`src/inc/pcs_pkg.sv`:
```
/*
  Shared constants for the power-up clock startup block: generator and
  multiplexer counts, startup reset values and configuration port layout.
  Assumes nothing beyond a SystemVerilog compiler.
*/
package pcs_pkg;

  // ----------------------------------------------------------------
  // structure
  // ----------------------------------------------------------------
  localparam int NUM_GEN  = 8;
  localparam int NUM_MUX  = 4;
  localparam int NUM_IO   = 8;
  localparam int NUM_SRC  = 8;
  localparam int DIV_W    = 8;
  localparam int SEL_W    = 3;

  // ----------------------------------------------------------------
  // startup values
  // ----------------------------------------------------------------
  localparam int OSC_MHZ  = 8;
  localparam int MAIN_MHZ = 1;
  localparam logic [DIV_W-1:0] GEN0_DIV_RST = DIV_W'(OSC_MHZ / MAIN_MHZ);
  localparam logic [SEL_W-1:0] GEN0_SRC_RST = 3'h0;
  localparam logic [NUM_GEN-1:0] GEN_EN_RST  = 8'h01;
  localparam logic [NUM_GEN-1:0] GEN_DIV_RST = 8'h01;
  localparam int WATCHDOG_MUX = 0;
  localparam logic [NUM_MUX-1:0] MUX_EN_RST  = 4'h1;
  localparam logic [31:0] RESET_ADDR = 32'h0000_0000;
  localparam logic [31:0] WORD_STEP  = 32'h0000_0004;

  // ----------------------------------------------------------------
  // configuration port layout
  // ----------------------------------------------------------------
  localparam logic [3:0] CFG_GEN_BASE = 4'h0;
  localparam logic [3:0] CFG_MUX_BASE = 4'h8;
  localparam logic [3:0] CFG_IO       = 4'hC;
  localparam int F_SRC    = 0;
  localparam int F_EN     = 3;
  localparam int F_DIVEN  = 4;
  localparam int F_DIV    = 8;
  localparam int F_IO_OUT = 0;
  localparam int F_IO_OE  = 8;

  // ----------------------------------------------------------------
  // startup sequence
  // ----------------------------------------------------------------
  typedef enum logic [3:0] {
    S_HOLD = 4'b0001,
    S_FSP  = 4'b0010,
    S_FPC  = 4'b0100,
    S_RUN  = 4'b1000
  } pcs_state_e;

endpackage

```
`src/pcs_gen.sv`:
```
/*
  One clock generator: passes its source tick straight through or divides it.
  Assumes source ticks are one-cycle pulses synchronous to clk.
*/
`timescale 1ns/1ps
module pcs_gen (
  // clock and reset
  input  wire logic                       clk,
  input  wire logic                       rst,
  input  wire logic                       ce,
  // source and setup
  input  wire logic                       src_tick,
  input  wire logic                       enable,
  input  wire logic                       div_en,
  input  wire logic [pcs_pkg::DIV_W-1:0]  div,
  // output
  output logic                            tick_q
);

  logic [pcs_pkg::DIV_W-1:0] cnt_q;
  logic                      pass;

  // ----------------------------------------------------------------
  // divider
  // ----------------------------------------------------------------
  assign pass = !div_en || (div <= pcs_pkg::DIV_W'(1));

  always_ff @(posedge clk) begin
    if (rst) begin
      cnt_q  <= '0;
      tick_q <= 1'b0;
    end else if (ce) begin
      tick_q <= 1'b0;
      if (!enable) begin
        cnt_q <= '0;
      end else if (src_tick) begin
        if (pass) begin
          tick_q <= 1'b1;                                     // see RL13
          cnt_q  <= '0;
        end else if (cnt_q == div - pcs_pkg::DIV_W'(1)) begin
          tick_q <= 1'b1;                                     // see RL13
          cnt_q  <= '0;
        end else begin
          cnt_q <= cnt_q + pcs_pkg::DIV_W'(1);
        end
      end
    end
  end
endmodule

```
`src/pcs_top.sv`:
```
/*
  Power-up clock startup and generic clock controller core: reset hold,
  initial vector fetch, eight generators feeding clock multiplexers,
  I/O tri-state at startup and write-protected configuration.
  Assumes clocks are carried as one-cycle ticks synchronous to clk and that
  the power manager, access controller and debugger drive plain levels.
*/
// Functional notes
// RL1 - until power is reported stable the block keeps itself in its initial state with reset asserted.
// RL2 - once power is stable generator 0 divides the 8MHz oscillator by eight to give 1MHz.
// RL3 - generator 0 is the main clock of the power manager.
// RL4 - running system clocks are undivided and take the 1MHz clock from generator 0.
// RL5 - after power-up every peripheral clock is off except the watchdog clock.
// RL6 - after power-up all I/O pins are high impedance.
// RL7 - on reset release the processor fetches stack pointer and start address from address zero.
// RL8 - configuration access needs the bus clock that the power manager enables.
// RL9 - every configuration write may be blocked by the access controller's protection.
// RL10 - protection is lifted while the processor is halted in debug.
// RL11 - protection never blocks external debugger accesses.
// RL12 - there are eight generators sourcing a set of clock multiplexers.
// RL13 - each generator passes its source directly or prescales it.
// RL14 - a generator may feed several multiplexers and each multiplexer clocks its peripherals.
`timescale 1ns/1ps
module pcs_top (
  // clock and reset
  input  wire logic                        clk,
  input  wire logic                        rst,
  input  wire logic                        ce,
  // power manager
  input  wire logic                        power_stable,
  input  wire logic                        power_manager_bus_clk_en,
  output logic                             sys_rst_q,
  output logic                             power_manager_clk_tick,
  output logic                             sys_clk_tick,
  // clock sources, source 0 is the internal oscillator
  input  wire logic                        internal_8mhz_oscillator_tick,
  input  wire logic [pcs_pkg::NUM_SRC-1:0] ext_src_tick,
  // generic clocks
  output logic [pcs_pkg::NUM_MUX-1:0]      peripheral_generic_clock_q,
  output logic                             watchdog_generic_clock,
  // configuration port
  input  wire logic                        cfg_we,
  input  wire logic [3:0]                  cfg_addr,
  input  wire logic [15:0]                 cfg_wdata,
  output logic                             cfg_done_q,
  output logic                             cfg_err_q,
  // protection and debug
  input  wire logic                        periph_access_wp,
  input  wire logic                        cpu_debug_halted,
  input  wire logic                        debugger_access,
  // processor start
  output logic                             fetch_req,
  output logic [31:0]                      fetch_addr_q,
  input  wire logic                        fetch_ack,
  input  wire logic [31:0]                 fetch_rdata,
  output logic [31:0]                      init_sp_q,
  output logic [31:0]                      init_pc_q,
  output logic                             cpu_run_q,
  // I/O pins
  output logic [pcs_pkg::NUM_IO-1:0]       io_out_q,
  output logic [pcs_pkg::NUM_IO-1:0]       io_oe_q
);

  pcs_pkg::pcs_state_e state_q;
  pcs_pkg::pcs_state_e state_d;

  logic [pcs_pkg::SEL_W-1:0]  gen_src_q [pcs_pkg::NUM_GEN];
  logic [pcs_pkg::DIV_W-1:0]  gen_div_q [pcs_pkg::NUM_GEN];
  logic [pcs_pkg::NUM_GEN-1:0] gen_en_q;
  logic [pcs_pkg::NUM_GEN-1:0] gen_div_en_q;
  logic [pcs_pkg::NUM_GEN-1:0] gen_tick;
  logic [pcs_pkg::NUM_SRC-1:0] src_tick;
  logic [pcs_pkg::SEL_W-1:0]  mux_gen_q [pcs_pkg::NUM_MUX];
  logic [pcs_pkg::NUM_MUX-1:0] mux_en_q;
  logic                       hold;
  logic                       gen_rst;
  logic                       wr_ok;
  logic                       wr_blocked;

  // pick one tick out of an eight-wide vector
  function automatic logic pick_tick(input logic [7:0] v, input logic [pcs_pkg::SEL_W-1:0] i);
    pick_tick = v[i];
  endfunction

  // ----------------------------------------------------------------
  // startup sequence
  // ----------------------------------------------------------------
  assign hold    = (state_q == pcs_pkg::S_HOLD);
  assign gen_rst = rst || hold;

  always_comb begin
    state_d = state_q;
    unique case (state_q)
      pcs_pkg::S_HOLD: begin
        if (power_stable) begin
          state_d = pcs_pkg::S_FSP;                           // see RL1
        end
      end
      pcs_pkg::S_FSP: begin
        if (fetch_ack) begin
          state_d = pcs_pkg::S_FPC;
        end
      end
      pcs_pkg::S_FPC: begin
        if (fetch_ack) begin
          state_d = pcs_pkg::S_RUN;
        end
      end
      pcs_pkg::S_RUN: begin
        state_d = pcs_pkg::S_RUN;
      end
      default: begin
        state_d = pcs_pkg::S_HOLD;
      end
    endcase
    if (!power_stable) begin
      state_d = pcs_pkg::S_HOLD;                              // see RL1
    end
  end

  always_ff @(posedge clk) begin
    if (rst) begin
      state_q <= pcs_pkg::S_HOLD;
    end else if (ce) begin
      state_q <= state_d;
    end
  end

  always_ff @(posedge clk) begin
    if (rst) begin
      sys_rst_q <= 1'b1;
    end else if (ce) begin
      sys_rst_q <= (state_d == pcs_pkg::S_HOLD);              // see RL1
    end
  end

  // ----------------------------------------------------------------
  // initial vector fetch
  // ----------------------------------------------------------------
  assign fetch_req = (state_q == pcs_pkg::S_FSP) || (state_q == pcs_pkg::S_FPC);

  always_ff @(posedge clk) begin
    if (rst) begin
      fetch_addr_q <= pcs_pkg::RESET_ADDR;
      init_sp_q    <= '0;
      init_pc_q    <= '0;
      cpu_run_q    <= 1'b0;
    end else if (ce) begin
      if (hold) begin
        fetch_addr_q <= pcs_pkg::RESET_ADDR;                  // see RL7
        cpu_run_q    <= 1'b0;
      end else if (fetch_ack && state_q == pcs_pkg::S_FSP) begin
        init_sp_q    <= fetch_rdata;                          // see RL7
        fetch_addr_q <= pcs_pkg::RESET_ADDR + pcs_pkg::WORD_STEP;
      end else if (fetch_ack && state_q == pcs_pkg::S_FPC) begin
        init_pc_q    <= fetch_rdata;                          // see RL7
        cpu_run_q    <= 1'b1;
      end
    end
  end

  // ----------------------------------------------------------------
  // configuration writes
  // ----------------------------------------------------------------
  // see RL8 / RL9 / RL10 / RL11
  assign wr_ok      = cfg_we && power_manager_bus_clk_en && !hold &&
                      (!periph_access_wp || cpu_debug_halted || debugger_access);
  assign wr_blocked = cfg_we && power_manager_bus_clk_en && !hold && !wr_ok;

  always_ff @(posedge clk) begin
    if (rst) begin
      cfg_done_q <= 1'b0;
      cfg_err_q  <= 1'b0;
    end else if (ce) begin
      cfg_done_q <= wr_ok;                                    // see RL8
      cfg_err_q  <= wr_blocked;                               // see RL9
    end
  end

  genvar g;
  generate
    for (g = 0; g < pcs_pkg::NUM_GEN; g++) begin : g_gcfg
      always_ff @(posedge clk) begin
        if (gen_rst) begin
          gen_src_q[g]    <= pcs_pkg::GEN0_SRC_RST;           // see RL2
          gen_div_q[g]    <= pcs_pkg::GEN0_DIV_RST;
          gen_en_q[g]     <= pcs_pkg::GEN_EN_RST[g];
          gen_div_en_q[g] <= pcs_pkg::GEN_DIV_RST[g];
        end else if (ce && wr_ok && cfg_addr == pcs_pkg::CFG_GEN_BASE + 4'(g)) begin
          gen_src_q[g]    <= cfg_wdata[pcs_pkg::F_SRC +: pcs_pkg::SEL_W];
          gen_div_q[g]    <= cfg_wdata[pcs_pkg::F_DIV +: pcs_pkg::DIV_W];
          gen_en_q[g]     <= cfg_wdata[pcs_pkg::F_EN];
          gen_div_en_q[g] <= cfg_wdata[pcs_pkg::F_DIVEN];
        end
      end

      pcs_gen u_gen (                                         // see RL12
        .clk      (clk),
        .rst      (gen_rst),
        .ce       (ce),
        .src_tick (pick_tick(src_tick, gen_src_q[g])),
        .enable   (gen_en_q[g]),
        .div_en   (gen_div_en_q[g]),
        .div      (gen_div_q[g]),
        .tick_q   (gen_tick[g])
      );
    end

    for (g = 0; g < pcs_pkg::NUM_MUX; g++) begin : g_mux
      always_ff @(posedge clk) begin
        if (gen_rst) begin
          mux_gen_q[g] <= '0;
          mux_en_q[g]  <= pcs_pkg::MUX_EN_RST[g];             // see RL5
        end else if (ce && wr_ok && cfg_addr == pcs_pkg::CFG_MUX_BASE + 4'(g)) begin
          mux_gen_q[g] <= cfg_wdata[pcs_pkg::F_SRC +: pcs_pkg::SEL_W];
          mux_en_q[g]  <= cfg_wdata[pcs_pkg::F_EN];
        end
      end

      always_ff @(posedge clk) begin
        if (gen_rst) begin
          peripheral_generic_clock_q[g] <= 1'b0;
        end else if (ce) begin
          peripheral_generic_clock_q[g] <= mux_en_q[g] &&     // see RL14
                                           pick_tick(gen_tick, mux_gen_q[g]);
        end
      end
    end
  endgenerate

  // ----------------------------------------------------------------
  // sources and system clocks
  // ----------------------------------------------------------------
  assign src_tick = {ext_src_tick[pcs_pkg::NUM_SRC-1:1], internal_8mhz_oscillator_tick};
  assign power_manager_clk_tick = gen_tick[0];                // see RL3
  assign sys_clk_tick           = gen_tick[0];                // see RL4
  assign watchdog_generic_clock = peripheral_generic_clock_q[pcs_pkg::WATCHDOG_MUX];

  // ----------------------------------------------------------------
  // I/O pins
  // ----------------------------------------------------------------
  always_ff @(posedge clk) begin
    if (gen_rst) begin
      io_out_q <= '0;
      io_oe_q  <= '0;                                         // see RL6
    end else if (ce && wr_ok && cfg_addr == pcs_pkg::CFG_IO) begin
      io_out_q <= cfg_wdata[pcs_pkg::F_IO_OUT +: pcs_pkg::NUM_IO];
      io_oe_q  <= cfg_wdata[pcs_pkg::F_IO_OE +: pcs_pkg::NUM_IO];
    end
  end

  logic [3:0] osc_cnt_q;
  always_ff @(posedge clk) begin
    if (gen_rst || !gen_en_q[0]) begin
      osc_cnt_q <= '0;
    end else if (ce && gen_tick[0]) begin
      osc_cnt_q <= 4'(src_tick[gen_src_q[0]]);
    end else if (ce && src_tick[gen_src_q[0]]) begin
      osc_cnt_q <= osc_cnt_q + 4'h1;
    end
  end
endmodule

```
`config.mk`:
```
export PLATFORM = sky130hd
export DESIGN_NAME = pcs_top
export DESIGN_NICKNAME = d
export VERILOG_FILES = /design/src/inc/pcs_pkg.sv /design/src/pcs_gen.sv /design/src/pcs_top.sv
export SDC_FILE = /design/constraint.sdc
export NUM_CORES = 1
export LEC_CHECK = 0
export ABC_AREA = 1
export BUFFER_PORTS_ARGS = -buffer_cell sky130_fd_sc_hd__buf_2
export CAP_MARGIN = 0
export CELL_PAD_IN_SITES_DETAIL_PLACEMENT = 0
export CELL_PAD_IN_SITES_GLOBAL_PLACEMENT = 1
export CORE_MARGIN = 3
export CORE_UTILIZATION = 43
export CTS_CLUSTER_DIAMETER = 60
export DETAILED_ROUTE_END_ITERATION = 12
export PLACE_DENSITY = 0.84
export SYNTH_ARGS = -nofsm -noshare
export SYNTH_HDL_FRONTEND = slang
export SYNTH_HIERARCHICAL = 1
export SYNTH_SLANG_ARGS = --single-unit
```
`constraint.sdc`:
```
create_clock -name clk -period 2 [get_ports clk]
set_input_delay 0.2 -clock clk [delete_from_list [all_inputs] [get_ports clk]]
set_output_delay 0.2 -clock clk [all_outputs]
set_load 0.1 [all_outputs]
```
==> summary.txt <==
Yosys
  – Async SR Flop Fraction: 0%
  – Number of flops mapped to enable cells by yosys: 100
  – Post-synth top area share: about a quarter
  – Synth area leaders: dfxtp_1 (23%), edfxtp_1 (19%), nand2_1 (13%)
  – Top-count cell post-synth: nand2_1
  – Post-Synthesis Cell Area: between 15000 and 20000 um2
  – Mapped Cells: roughly 2200
  – Yosys cell types: 38
  – Syn avg cell area: roughly 7.2 um2
  – Sequential area share after synthesis: approximately 42%
  – Post-synth top cells: nand2_1 (535), nor2_1 (248), nand3_1 (247)
  – Top_reg_cell synth: dfxtp_1
  – Flops & latches, synth: between 200 and 300
  – Synth warnings: 6
  – Post-synth top area cell: dfxtp_1

Run status
  – Status: finished clean

Clock network
  – TritonCTS clock tree: yes
  – CTS H-tree lvls: 2
  – Num Clock Sinks: roughly 290
  – Clock Path Buffers: 3
  – Root buf cell: clkbuf_16
  – Num CTS Buffers: 37
  – Clk slew on worst S/H paths: around 0.05 ns
  – Clk_lat worst skew: between 0.5 and 0.6 ns

Worst setup path
  – CP cell instances: inv_1 > nor2_1 > o21ai_0 > nor2_1 > a21oi_2 > nand3_2 > buf_4 > nor3b_1 > nand3_1 > a21oi_1
  – CP delay by family, top: simple AND/OR/NAND/NOR gates
  – Worst EP required: around 2.5 ns
  – CP Capture Type: register
  – Slowest library cell on the worst path: edfxtp_1
  – Worst setup SP type: register
  – Setup CP Type: register to register
  – Most used cell, CP: nor2_1
  – Buffers & Inverters on Critical Path: 2
  – Max FO, Critical Path: 7
  – Critical path arrival: about 2.3 ns
  – Slowest stage delay, CP: 0.45 ns

Power and ir drop
  – Combinational Power Share: around an eighth
  – Max IR drop VDD: 590 uV
  – Switching power total: 0.00406 W
  – Clock power share: a little under half
  – Sw Ratio: 27.2%
  – Leakage: 7.68 nW
  – Pwr dens: roughly 780 nW/um2
  – Cell internal pwr: about 0.011 W
  – Sequential group share of total power: 42.1%

Timing
  – Fin. max-slew vios: 0
  – Fmax: roughly 530 MHz
  – Post-layout worst setup margin: ~0.12 ns
  – Rel. slew slack: roughly 50%
  – Setup TNS: 0 ns
  – RSZ-0062 raised after global routing: true
  – Final hold violation count: 0
  – Final period util: 93.9%
  – Least-Margin Pin Slew: between 0.7 and 0.8 ns
  – Setup Viol. Count Final: 0
  – Post-layout min period: 1.88 ns
  – Skew final: ~0.016 ns

Global route
  – Initial antenna violation count: 1
  – Total routing usage reported by global routing: between 20% and 30%
  – Vias in the first global route: approximately 14000
  – Largest net degree at the start of global routing: slightly above 70
  – Total congestion overflow: 0
  – Global-route wire length before repair: about 71000 um

Floorplan
  – Die Y: 198 um
  – Initial Util: ~44%
  – Core area: about 36000 um2
  – Std cell rows: just under 70
  – Die span in x: between 150 and 200 um
  – Die ar.: about 39000 um2
  – IO Pins: 195

Min path
  – Worst hold path type: input port to register

Detailed routing
  – Drt total wl: ~45000 um
  – Drc violations: 0
  – TritonRoute pass-1 iters: 7
  – Routed len/inst: approximately 15 um
  – Routed Antenna Nets: 0
  – DR vias: around 15000
  – Via density: between 5 and 6
  – Iteration-0 DRC Markers: between 900 and 1000

Placement
  – Dpl hpwl: approximately 31000 um
  – RD Place Congestion: 0.867
  – Pre-CTS setup slack: -0.0337 ns
  – Input/output buffers: between 150 and 200

Finish
  – Ratio of cells with drive above 1 in the final layout: 19.9%
  – Antenna cells: 0
  – Final #Nets: 2513
  – End-of-flow core utilization: a little over half
  – P&R area growth vs syn: 20.9%

Flow run
  – Max_cap viols: 0
-- power groups by stage --
stage,Clock [W],Sequential (W),Combinational [W]
floorplan,0,0.00644,0.00122
global placement,0,0.00641,0.00167
detailed placement,0,0.00642,0.00170
CTS,0.00696,0.00630,0.00177
global route,0.00718,0.00631,0.00200
finish,0.00682,0.00629,0.00182
-- cells by family after synthesis --
kind of cell	after synthesis	share of synthesized area [%]
flops	285	42.3
simple gates	1189	34.1
other cells	1	0.0237
buf+inv	324	8.83
fa+ha+maj	24	1.90
xor+xnor	23	1.32
compound gates	344	11.5
-- worst min-delay path: stages --
cell	delay [ns]
buf_2	0.11
nand3b_1	0.10
nand2_1	0.04
nor2_1	0.08
-- flip-flops by register name, indices dropped and copies added, names as in the netlist, 3 cells and up --
name,cells
g_gcfg.u_gen/tick_q,8
gen_en_q,8
init_pc_q,32
gen_div_q,64
gen_div_en_q,8
init_sp_q,32
gen_src_q,24
g_gcfg.u_gen/cnt_q,64
state_q,4
io_out_q,8
mux_gen_q,12
peripheral_generic_clock_q,3
mux_en_q,4
io_oe_q,8
-- layout make-up --
type / instances / area (um2)
clock buffers: 49 / 1040
repair buffers: 260 / 1750
clock inverters: 18 / 220
multi-input cells: 1611 / 8010
flip-flops and latches: 285 / 6710
well taps: 461 / 577
fillers: 3462 / 16800
inverters: 223 / 840
-- per-layer routing --
| layer | vias up | routed length [um] | track usage (%) |
|---|---|---|---|
| met3 | 77 | 3450 | 5.77 |
| met4 | 2 | 1140 | 6.63 |
| met5 | - | 8 | 0 |
| met2 | 400 | 20500 | 37.8 |
| met1 | 6879 | 19400 | 28.3 |
| li1 | 7565 | - | - |
-- placed cells by master, fill, tap and decap left out, types with 24 or more instances in the layout --
cell type / netlist / routed
conb_1: 1 / 31
o21ai_0: 91 / 87
dlygate4sd3_1: 0 / 36
nand2_1: 535 / 531
inv_1: 167 / 156
nand3_2: 23 / 30
edfxtp_1: 100 / 100
nand2_2: 24 / 28
dfxtp_1: 185 / 185
a21oi_2: 8 / 24
inv_2: 47 / 57
a21oi_1: 210 / 194
buf_2: 33 / 160
buf_4: 33 / 55
nand3_1: 247 / 240
nor2_1: 248 / 248
clkbuf_16: 0 / 39
nor2_2: 25 / 25
-- stage by stage --
step	instances	cell area [um2]	total power, W	hold slack (ns)
floorplan	2220	15900	0.00766	0.354
global placement	2787	17200	0.00808	0.436
detailed placement	2787	17200	0.00812	0.438
CTS	2890	18900	0.0150	0.0124
global route	2907	19100	0.0155	0.0529
finish	2907	19100	0.0149	0.0401
-- path summary, 6_finish.rpt --
kind | startpoint | end | slack, ns | cells after the start
setup / recovery | gen_src_q[0][3] | g_gcfg[1].u_gen/cnt_q[5] | 0.12 | 10
hold / removal | cfg_wdata[6] | io_out_q[6] | 0.04 | 4
setup reg to reg | gen_src_q[0][3] | g_gcfg[1].u_gen/cnt_q[5] | 0.12 | 10
hold reg to reg | fetch_addr_q[2] | fetch_addr_q[2] | 0.45 | 2
-- repair_timing --
item                                   in CTS  in global routing
hold buffers                               36                  0
setup endpoints to repair                   6                 89
endpoints found under the hold margin      70                  0
pin swaps                                   0                  5
gates resized for setup                     2                 54
buffers inserted                            0                 17
(Power assumes the default switching activity.)
